`src/core/atx_consts.svh`:
```
`ifndef ATX_CONSTS_SVH
`define ATX_CONSTS_SVH
// Register byte offsets
`define ATX_CMD_OFS 8'h00
`define ATX_OPERAND_OFS 8'h04
`define ATX_ACC_LO_OFS 8'h08
`define ATX_ACC_HI_OFS 8'h0C
`define ATX_FLAGS_OFS 8'h10
`define ATX_USR_SP_OFS 8'h14
`define ATX_SYS_SP_OFS 8'h18
`define ATX_BANKS_OFS 8'h1C
`define ATX_ACT_STACK_OFS 8'h20
`define ATX_ADDR_LO_OFS 8'h24
`define ATX_ADDR_BANK_OFS 8'h28
`define ATX_ADDR_INFO_OFS 8'h2C
`define ATX_CYC_CFG_OFS 8'h30
`define ATX_CYC_TOTAL_OFS 8'h34
`define ATX_REGS_OFS 8'h40
`define ATX_REGS_END 8'h5C
// Flag bit positions
`define ATX_FLAG_C 0
`define ATX_FLAG_V 1
`define ATX_FLAG_Z 2
`define ATX_FLAG_N 3
`define ATX_FLAG_T 4
`define ATX_FLAG_S 5
`define ATX_FLAG_I 6
// Reset values
`define ATX_FLAGS_RST 7'h00
`define ATX_ACC_RST 32'h0000_0000
// Short I/O region bounds
`define ATX_IO_LO 24'h00_0000
`define ATX_IO_HI 24'h00_00FF
`endif

```
`src/core/atx_pkg.sv`:
```
package atx_pkg;
   typedef enum logic [1:0] {SZ_BYTE, SZ_WORD, SZ_LONG, SZ_RSVD} atx_size_t;
   typedef enum logic [1:0] {LUB_NONE, LUB_ZERO, LUB_EXT, LUB_RSVD} atx_lub_fill_t;
   typedef enum logic [1:0] {HI_NONE, HI_COPY, HI_ZERO, HI_EXT} atx_hi_fill_t;
   typedef enum logic [1:0] {FA_KEEP, FA_UPD, FA_SET, FA_CLR} atx_fact_t;
   typedef struct packed {
      logic rsvd;
      logic [4:0] flag_in;
      logic [13:0] flag_act;
      logic restricted;
      logic store;
      logic [2:0] ea;
      logic src_reg;
      atx_hi_fill_t hi_fill;
      atx_lub_fill_t lub_fill;
      atx_size_t size;
   } atx_cmd_t;
   typedef struct packed {
      logic [18:0] rsvd;
      atx_size_t size;
      logic [2:0] opnd_class;
      logic [7:0] base;
   } atx_cyc_t;
   typedef struct packed {
      logic read;
      logic write;
      logic [7:0] address;
      logic [31:0] writedata;
      logic [3:0] byteenable;
   } atx_avs_req_t;
endpackage

```
`src/core/atx_core.sv`:
```
// Design decisions made here: the Avalon-MM slave port and the address map.
`timescale 1ns/1ps
`include "atx_consts.svh"

// What this block does
// - 32-bit accumulator; byte uses bits 7:0, word 15:0, long all 32.
// - Byte load: zero fill clears bits 15:8; no transfer keeps them.
// - Byte load with extension sign-extends the byte into bits 15:8.
// - High half: copy old low half, keep, clear, or sign-extend low half.
// - Seven flags each updated (N, Z from result, others from flag_in), forced set, cleared, or kept.
// - Short I/O form reaches only physical 000000 through 0000FF.
// - Execution cycles equal base count plus operand-dependent correction.
// - Active stack pointer and bank follow the stack select flag.
// - Physical address is 24 bits; bits 15:0 and 23:16 are separate fields.
// - Address codes 00 to 07 select registers by operand type.
module atx_core (
   // Clock and reset
   input wire logic ref_clk,
   input wire logic rstn,
   // Avalon-MM slave
   input wire atx_pkg::atx_avs_req_t avs_req,
   output logic [31:0] avs_readdata,
   output logic avs_waitrequest,
   // Status
   output logic [31:0] acc_out,
   output logic [6:0] flags_out
);
   import atx_pkg::*;

   ////////////////////////////////////////////////////////////////////
   // Helpers
   function automatic logic [15:0] sext8(input logic [7:0] v);
      return {{8{v[7]}}, v};
   endfunction

   function automatic logic [15:0] sext16_hi(input logic [15:0] v);
      return {16{v[15]}};
   endfunction

   function automatic logic [31:0] be_merge(input logic [31:0] old,
                                            input logic [31:0] nw,
                                            input logic [3:0] be);
      logic [31:0] r;
      r = old;
      for (int i = 0; i < 4; i++) begin
         if (be[i]) begin
            r[i*8 +: 8] = nw[i*8 +: 8];
         end
      end
      return r;
   endfunction

   // Correction per operand class and size
   function automatic logic [2:0] corr(input logic [2:0] cls, input atx_size_t sz);
      logic [2:0] b;
      logic [2:0] w;
      logic [2:0] l;
      b = 3'h0;
      w = 3'h0;
      l = 3'h0;
      unique case (cls)
         3'h2: begin
            w = 3'h1;
            l = 3'h2;
         end
         3'h3: begin
            b = 3'h1;
            w = 3'h1;
            l = 3'h2;
         end
         3'h4, 3'h5: begin
            b = 3'h1;
            w = 3'h3;
            l = 3'h6;
         end
         default: begin
            b = 3'h0;
         end
      endcase
      unique case (sz)
         SZ_BYTE: return b;
         SZ_WORD: return w;
         default: return l;
      endcase
   endfunction

   ////////////////////////////////////////////////////////////////////
   // State
   logic ack_reg, ack_next;
   logic [31:0] rdata_reg, rdata_next;
   logic [31:0] acc_reg, acc_next;
   logic [6:0] flags_reg, flags_next;
   logic [31:0] operand_reg, operand_next;
   logic [15:0] usr_sp_reg, usr_sp_next;
   logic [15:0] sys_sp_reg, sys_sp_next;
   logic [7:0] usb_reg, usb_next;
   logic [7:0] sys_bank_reg, sys_bank_next;
   logic [15:0] addr_lo_reg, addr_lo_next;
   logic [7:0] addr_bank_reg, addr_bank_next;
   atx_cyc_t cyc_reg, cyc_next;
   logic [15:0] regs_reg [8];
   logic [15:0] regs_next [8];

   ////////////////////////////////////////////////////////////////////
   // Derived values
   atx_cmd_t cmd;
   logic [31:0] src, res;
   logic [15:0] act_sp;
   logic [7:0] cur_bank;
   logic [23:0] phys;
   logic io_hit;
   logic [8:0] cyc_total;
   logic [2:0] widx;
   logic [1:0] lidx;
   logic [31:0] wmerged;
   logic [6:0] upd;
   logic do_wr, do_rd;

   assign do_wr = avs_req.write & ack_reg;
   assign do_rd = avs_req.read & ~ack_reg;
   assign avs_waitrequest = (avs_req.read | avs_req.write) & ~ack_reg;
   assign avs_readdata = rdata_reg;
   assign acc_out = acc_reg;
   assign flags_out = flags_reg;

   assign act_sp = flags_reg[`ATX_FLAG_S] ? sys_sp_reg : usr_sp_reg;
   assign cur_bank = flags_reg[`ATX_FLAG_S] ? sys_bank_reg : usb_reg;
   assign phys = {addr_bank_reg, addr_lo_reg};
   assign io_hit = (phys >= `ATX_IO_LO) && (phys <= `ATX_IO_HI);
   assign cyc_total = {1'b0, cyc_reg.base}
                      + {6'h00, corr(cyc_reg.opnd_class, cyc_reg.size)};

   ////////////////////////////////////////////////////////////////////
   // Command datapath
   always_comb begin
      cmd = atx_cmd_t'(avs_req.writedata);
      widx = cmd.restricted ? {1'b0, cmd.ea[1:0]} : cmd.ea;
      lidx = cmd.ea[2:1];
      unique case (cmd.size)
         SZ_BYTE: src = {24'h00_0000, regs_reg[cmd.ea][7:0]};
         SZ_WORD: src = {16'h0000, regs_reg[widx]};
         default: src = {regs_reg[{lidx, 1'b1}], regs_reg[{lidx, 1'b0}]};
      endcase
      if (!cmd.src_reg) begin
         src = operand_reg;
      end
      res = acc_reg;
      unique case (cmd.size)
         SZ_BYTE: begin
            res[7:0] = src[7:0];
            unique case (cmd.lub_fill)
               LUB_ZERO: res[15:8] = 8'h00;
               LUB_EXT: res[15:0] = sext8(src[7:0]);
               default: res[15:8] = acc_reg[15:8];
            endcase
         end
         SZ_WORD: res[15:0] = src[15:0];
         default: res = src;
      endcase
      if (cmd.size != SZ_LONG) begin
         unique case (cmd.hi_fill)
            HI_COPY: res[31:16] = acc_reg[15:0];
            HI_ZERO: res[31:16] = 16'h0000;
            HI_EXT: res[31:16] = sext16_hi(res[15:0]);
            default: res[31:16] = acc_reg[31:16];
         endcase
      end
      if (cmd.store) begin
         res = acc_reg;
      end
      upd[`ATX_FLAG_C] = cmd.flag_in[0];
      upd[`ATX_FLAG_V] = cmd.flag_in[1];
      upd[`ATX_FLAG_T] = cmd.flag_in[2];
      upd[`ATX_FLAG_S] = cmd.flag_in[3];
      upd[`ATX_FLAG_I] = cmd.flag_in[4];
      unique case (cmd.size)
         SZ_BYTE: begin
            upd[`ATX_FLAG_N] = res[7];
            upd[`ATX_FLAG_Z] = (res[7:0] == 8'h00);
         end
         SZ_WORD: begin
            upd[`ATX_FLAG_N] = res[15];
            upd[`ATX_FLAG_Z] = (res[15:0] == 16'h0000);
         end
         default: begin
            upd[`ATX_FLAG_N] = res[31];
            upd[`ATX_FLAG_Z] = (res == 32'h0000_0000);
         end
      endcase
   end

   ////////////////////////////////////////////////////////////////////
   // Next state
   always_comb begin
      ack_next = (avs_req.read | avs_req.write) & ~ack_reg;
      rdata_next = rdata_reg;
      acc_next = acc_reg;
      flags_next = flags_reg;
      operand_next = operand_reg;
      usr_sp_next = usr_sp_reg;
      sys_sp_next = sys_sp_reg;
      usb_next = usb_reg;
      sys_bank_next = sys_bank_reg;
      addr_lo_next = addr_lo_reg;
      addr_bank_next = addr_bank_reg;
      cyc_next = cyc_reg;
      regs_next = regs_reg;
      wmerged = 32'h0000_0000;
      if (do_rd) begin
         unique case (avs_req.address)
            `ATX_OPERAND_OFS: rdata_next = operand_reg;
            `ATX_ACC_LO_OFS: rdata_next = {16'h0000, acc_reg[15:0]};
            `ATX_ACC_HI_OFS: rdata_next = {16'h0000, acc_reg[31:16]};
            `ATX_FLAGS_OFS: rdata_next = {25'h000_0000, flags_reg};
            `ATX_USR_SP_OFS: rdata_next = {16'h0000, usr_sp_reg};
            `ATX_SYS_SP_OFS: rdata_next = {16'h0000, sys_sp_reg};
            `ATX_BANKS_OFS: rdata_next = {16'h0000, sys_bank_reg, usb_reg};
            `ATX_ACT_STACK_OFS: rdata_next = {8'h00, cur_bank, act_sp};
            `ATX_ADDR_LO_OFS: rdata_next = {16'h0000, addr_lo_reg};
            `ATX_ADDR_BANK_OFS: rdata_next = {24'h00_0000, addr_bank_reg};
            `ATX_ADDR_INFO_OFS: rdata_next = {7'h00, io_hit, phys};
            `ATX_CYC_CFG_OFS: rdata_next = cyc_reg;
            `ATX_CYC_TOTAL_OFS: rdata_next = {23'h00_0000, cyc_total};
            default: begin
               if (avs_req.address >= `ATX_REGS_OFS && avs_req.address <= `ATX_REGS_END
                   && avs_req.address[1:0] == 2'b00) begin
                  rdata_next = {16'h0000, regs_reg[avs_req.address[4:2]]};
               end else begin
                  rdata_next = 32'h0000_0000;
               end
            end
         endcase
      end
      if (do_wr) begin
         unique case (avs_req.address)
            `ATX_CMD_OFS: begin
               acc_next = res;
               if (cmd.store) begin
                  unique case (cmd.size)
                     SZ_BYTE: regs_next[cmd.ea][7:0] = acc_reg[7:0];
                     SZ_WORD: regs_next[widx] = acc_reg[15:0];
                     default: begin
                        regs_next[{lidx, 1'b0}] = acc_reg[15:0];
                        regs_next[{lidx, 1'b1}] = acc_reg[31:16];
                     end
                  endcase
               end
               for (int k = 0; k < 7; k++) begin
                  unique case (atx_fact_t'(cmd.flag_act[k*2 +: 2]))
                     FA_UPD: flags_next[k] = upd[k];
                     FA_SET: flags_next[k] = 1'b1;
                     FA_CLR: flags_next[k] = 1'b0;
                     default: flags_next[k] = flags_reg[k];
                  endcase
               end
            end
            `ATX_OPERAND_OFS: begin
               operand_next = be_merge(operand_reg, avs_req.writedata, avs_req.byteenable);
            end
            `ATX_ACC_LO_OFS: begin
               wmerged = be_merge({16'h0000, acc_reg[15:0]}, avs_req.writedata,
                                  avs_req.byteenable);
               acc_next[15:0] = wmerged[15:0];
            end
            `ATX_ACC_HI_OFS: begin
               wmerged = be_merge({16'h0000, acc_reg[31:16]}, avs_req.writedata,
                                  avs_req.byteenable);
               acc_next[31:16] = wmerged[15:0];
            end
            `ATX_FLAGS_OFS: begin
               if (avs_req.byteenable[0]) begin
                  flags_next = avs_req.writedata[6:0];
               end
            end
            `ATX_USR_SP_OFS: begin
               wmerged = be_merge({16'h0000, usr_sp_reg}, avs_req.writedata,
                                  avs_req.byteenable);
               usr_sp_next = wmerged[15:0];
            end
            `ATX_SYS_SP_OFS: begin
               wmerged = be_merge({16'h0000, sys_sp_reg}, avs_req.writedata,
                                  avs_req.byteenable);
               sys_sp_next = wmerged[15:0];
            end
            `ATX_BANKS_OFS: begin
               wmerged = be_merge({16'h0000, sys_bank_reg, usb_reg}, avs_req.writedata,
                                  avs_req.byteenable);
               usb_next = wmerged[7:0];
               sys_bank_next = wmerged[15:8];
            end
            `ATX_ADDR_LO_OFS: begin
               wmerged = be_merge({16'h0000, addr_lo_reg}, avs_req.writedata,
                                  avs_req.byteenable);
               addr_lo_next = wmerged[15:0];
            end
            `ATX_ADDR_BANK_OFS: begin
               if (avs_req.byteenable[0]) begin
                  addr_bank_next = avs_req.writedata[7:0];
               end
            end
            `ATX_CYC_CFG_OFS: begin
               cyc_next = be_merge(cyc_reg, avs_req.writedata, avs_req.byteenable);
               cyc_next.rsvd = 19'h0_0000;
            end
            default: begin
               if (avs_req.address >= `ATX_REGS_OFS && avs_req.address <= `ATX_REGS_END
                   && avs_req.address[1:0] == 2'b00) begin
                  wmerged = be_merge({16'h0000, regs_reg[avs_req.address[4:2]]},
                                     avs_req.writedata, avs_req.byteenable);
                  regs_next[avs_req.address[4:2]] = wmerged[15:0];
               end
            end
         endcase
      end
   end

   ////////////////////////////////////////////////////////////////////
   // Registers
   always_ff @(posedge ref_clk) begin
      if (!rstn) begin
         ack_reg <= 1'b0;
         rdata_reg <= 32'h0000_0000;
         acc_reg <= `ATX_ACC_RST;
         flags_reg <= `ATX_FLAGS_RST;
         operand_reg <= 32'h0000_0000;
         usr_sp_reg <= 16'h0000;
         sys_sp_reg <= 16'h0000;
         usb_reg <= 8'h00;
         sys_bank_reg <= 8'h00;
         addr_lo_reg <= 16'h0000;
         addr_bank_reg <= 8'h00;
         cyc_reg <= '0;
         for (int i = 0; i < 8; i++) begin
            regs_reg[i] <= 16'h0000;
         end
      end else begin
         ack_reg <= ack_next;
         rdata_reg <= rdata_next;
         acc_reg <= acc_next;
         flags_reg <= flags_next;
         operand_reg <= operand_next;
         usr_sp_reg <= usr_sp_next;
         sys_sp_reg <= sys_sp_next;
         usb_reg <= usb_next;
         sys_bank_reg <= sys_bank_next;
         addr_lo_reg <= addr_lo_next;
         addr_bank_reg <= addr_bank_next;
         cyc_reg <= cyc_next;
         regs_reg <= regs_next;
      end
   end
endmodule

```
`config.mk`:
```
export PLATFORM = sky130hd
export DESIGN_NAME = atx_core
export DESIGN_NICKNAME = d
export VERILOG_FILES = /design/src/core/atx_pkg.sv /design/src/core/atx_core.sv
export VERILOG_INCLUDE_DIRS = /design/src /design/src/core
export SDC_FILE = /design/constraint.sdc
export NUM_CORES = 1
export LEC_CHECK = 0
export BUFFER_PORTS_ARGS = -buffer_cell sky130_fd_sc_hd__buf_2
export CAP_MARGIN = 20
export CORE_MARGIN = 3
export CORE_UTILIZATION = 55
export DETAILED_ROUTE_END_ITERATION = 7
export PLACE_DENSITY_LB_ADDON = 0.05
export SKIP_LAST_GASP = 1
export SLEW_MARGIN = 20
export SYNTH_ARGS = -nofsm -noshare
export SYNTH_HDL_FRONTEND = slang
export SYNTH_SLANG_ARGS = --single-unit
```
`constraint.sdc`:
```
create_clock -name ref_clk -period 7.8 [get_ports ref_clk]
set_clock_uncertainty 0.1 [all_clocks]
set_input_delay 0.78 -clock ref_clk [delete_from_list [all_inputs] [get_ports ref_clk]]
set_output_delay 0.78 -clock ref_clk [all_outputs]
set_load 0.01 [all_outputs]
```
==> results.py <==
metrics = {
    "status": {
        "outcome": "complete, no violations",
    },
    "place": {
        "gp_congestion": 1.02,
        "place_hpwl_um": 64700,
        "port_buffers": 119,
    },
    "critical_path": {
        "timing.rr.end": "flags_out[2]",
        "required_ns": 8.15,
        "setup.worst_path.class": "in -> reg",
        "crit_arrival_ns": 4.90,
        "ff2ff_path_depth": 8,
        "start_kind": "input port",
        "path_max_fanout": 53,
        "cp-endpoint": "regs_reg[56]",
        "r2r_start": "regs_reg[39]",
        "end_kind": "register",
        "r2r_slack_ns": 4.43,
        "crit_path_start": "avs_req[40]",
    },
    "timing": {
        "setup_viol": 0,
        "final-max-slew-violation-count": 0,
        "tightest_slew_ns": 1.23,
        "post-route-period-util_pct": 58.2,
        "fmax_mhz": 220,
        "max_slew_margin_pct": 17.5,
        "rsz0062_at_grt": "no",
        "finalHoldViolCount": 0,
        "setup_tns_ns": 0,
        "period_needed_ns": 4.54,
    },
    "global_route": {
        "antenna_found_initial": 2,
        "grt_use_total_pct": 44.9,
        "grt_max_degree": 99,
        "grt_pass1_vias": 21300,
        "grt-ovfl-total": 0,
        "grt_pass1_wl_um": 140000,
    },
    "clock_tree": {
        "cts.clk_slew.worst_paths_ns": 0.05,
        "clock-sinks": 317,
        "cts_tree": "built",
        "post_cts_resized": 0,
        "cts_hold_buf": 0,
        "clk_latency_ns": 0.57,
        "post-cts-setup-buffers": 0,
        "htree_levels": 2,
        "clock-root-buffer": "clkbuf_16",
        "cts_buffer_depth": 3,
        "cts_made_buffers": 38,
    },
    "cells_and_area": {
        "largest_reg_flops": 128,
        "syn2layout_area_growth_pct": 9.45,
        "post-route-util_pct": 61.5,
        "nNetsFinal": 2600,
        "drive_gt1_share_pct": 15.6,
    },
    "die": {
        "dieArea_um2": 41100,
        "core_area_um2": 37900,
        "pin_count": 120,
        "start_util_pct": 56.2,
        "die_height_um": 203,
        "dieWidth_um": 203,
        "rows": 71,
    },
    "logic_synthesis": {
        "seq_area_frac_synth_pct": 29.8,
        "yosysTopAreaCell": "dfxtp_1",
        "async_flop_share_pct": 0,
        "syn_inst": 2574,
        "synth_cell_types": 81,
        "synth_ff_type": "dfxtp_1",
        "yosysTopAreaCellShare_pct": 29.8,
        "ys_ff_latch": 317,
        "syn_area_um2": 21300,
        "yosys_warnings": 0,
        "synthTopCellsByArea": "dfxtp_1 30%, mux2i_1 7.8%, mux4_2 7.4%, nand2_1 5.7%, a22oi_1 5.0%",
        "synth.net_count": 2633,
        "syn_area_per_cell_um2": 8.28,
        "synth_edf_count": 0,
    },
    "power_and_ir_drop": {
        "leakage_nw": 8.75,
        "powerDensity_nw_per_um2": 167,
        "ir_drop_v": 0.000176,
    },
    "detailed_routing": {
        "finalWirelength_um": 95600,
        "avgViaCountPerCell": 7.49,
        "drtPass1Iterations": 7,
        "highest_layer": "met5",
        "wl_met1_um": 35100,
        "vias": 23100,
        "drtAntennaViolNets": 0,
        "wl_per_cell_um": 31.1,
        "drtIter0Drc": 3702,
        "met3_wirelength_um": 13800,
        "wl_met2_um": 39300,
        "drc": 0,
    },
    "hold_path": {
        "min-delay-path-class": "reg -> reg",
    },
    "job": {
        "drv_cap": 0,
    },
}
[worst min path at each step]
| stage | slack (ns) | from | endpoint | depth (start not counted) |
|---|---|---|---|---|
| global route | 0.38 | avs_readdata[28] | avs_readdata[28] | 2 |
| CTS | 0.35 | avs_readdata[30] | avs_readdata[30] | 2 |
| floorplan | 0.34 | sys_sp_reg[10] | sys_sp_reg[10] | 2 |
| finish | 0.35 | avs_readdata[30] | avs_readdata[30] | 2 |
| global placement | 0.34 | avs_readdata[25] | avs_readdata[25] | 2 |
| detailed placement | 0.34 | avs_readdata[30] | avs_readdata[30] | 2 |
[area by class of cell]
cell class	instances	area (µm²)
fillers	3428	14600
multi-input cells	1984	13900
flip-flops and latches	317	6350
clock buffers	59	1170
repair buffers	177	1050
well taps	511	639
inverters	23	88.8
clock inverters	6	80.1
diodes	1	2.50
[power by group]
part           switching [mW]  internal (mW)  total [mW]
clock network           0.733           1.09        1.83
logic                   0.305          0.114       0.420
registers             0.00711           1.63        1.64
total                    1.04           2.84        3.88
[cells by family after synthesis]
family | Yosys count | synth area share, %
AO/OA/AOI/OAI | 820 | 27.6
XOR/XNOR | 5 | 0.206
adder cells (fa/ha/maj) | 11 | 0.681
buffers and inverters | 273 | 5.23
flip-flops | 317 | 29.8
multiplexers | 297 | 18.4
AND/OR/NAND/NOR | 851 | 18.0
[metal layers]
layer  track usage [%]  up-vias
li1                  -     9667
met1              58.4    11000
met2              65.0     1875
met3              14.1      486
met4              27.8        4
met5                 0        -
[cell usage in the layout, fill, tap and decap left out, types with 41 or more instances in the layout]
master / n
nor2b_1: 76
o21ai_0: 64
nor2_1: 226
buf_2: 116
o211a_1: 59
dfxtp_1: 317
clkbuf_16: 41
a22oi_1: 142
mux4_2: 70
nand3_1: 93
nand2_1: 323
o221ai_1: 54
a21oi_1: 197
mux2i_1: 167
mux2_2: 60
buf_4: 60
[worst max-delay path, stage by stage]
cell	delay (ns)
buf_2	0.09
buf_4	0.28
or4_1	0.78
nor2_4	0.16
buf_4	0.56
a21oi_1	0.18
or2_0	0.40
nor2_2	0.86
nand2_1	0.41
a22oi_1	0.29
nor2b_1	0.07
[synthesized netlist by cell type, drive strengths merged, types with 4 or more instances]
library cell and instances:
a31oi 25, or2 8, nand2b 14, nor4 11, a311oi 4, mux2 60
a21oi 200, o211a 59, a211o 8, and2 13, a221oi 27, mux4 70
or3 5, buf 51, a22o 27, o211ai 31, o221ai 54, nand3 93
and3 16, a22oi 142, a222oi 32, o31ai 15, a211oi 38, o21ai 67
clkbuf 199, nand2 324, dfxtp 317, ha 10, a21boi 32, o22ai 25
or4 5, nor2b 77, mux2i 167, nor2 241, a21o 4, nor3 18
inv 20, nand4 8
[stage by stage]
| stage | hold WS, ns | power, mW | cells | worst slack (ns) | instance area [µm²] |
|---|---|---|---|---|---|
| floorplan | 0.336 | 1.92 | 2574 | 4.53 | 21300 |
| global placement | 0.337 | 2.07 | 3011 | 2.91 | 22000 |
| detailed placement | 0.341 | 2.07 | 3011 | 2.84 | 22000 |
| CTS | 0.349 | 3.86 | 3076 | 3.42 | 23300 |
| global route | 0.380 | 3.96 | 3077 | 2.95 | 23300 |
| finish | 0.347 | 3.88 | 3078 | 3.26 | 23300 |
No activity file was read; power rests on OpenSTA's default activity.
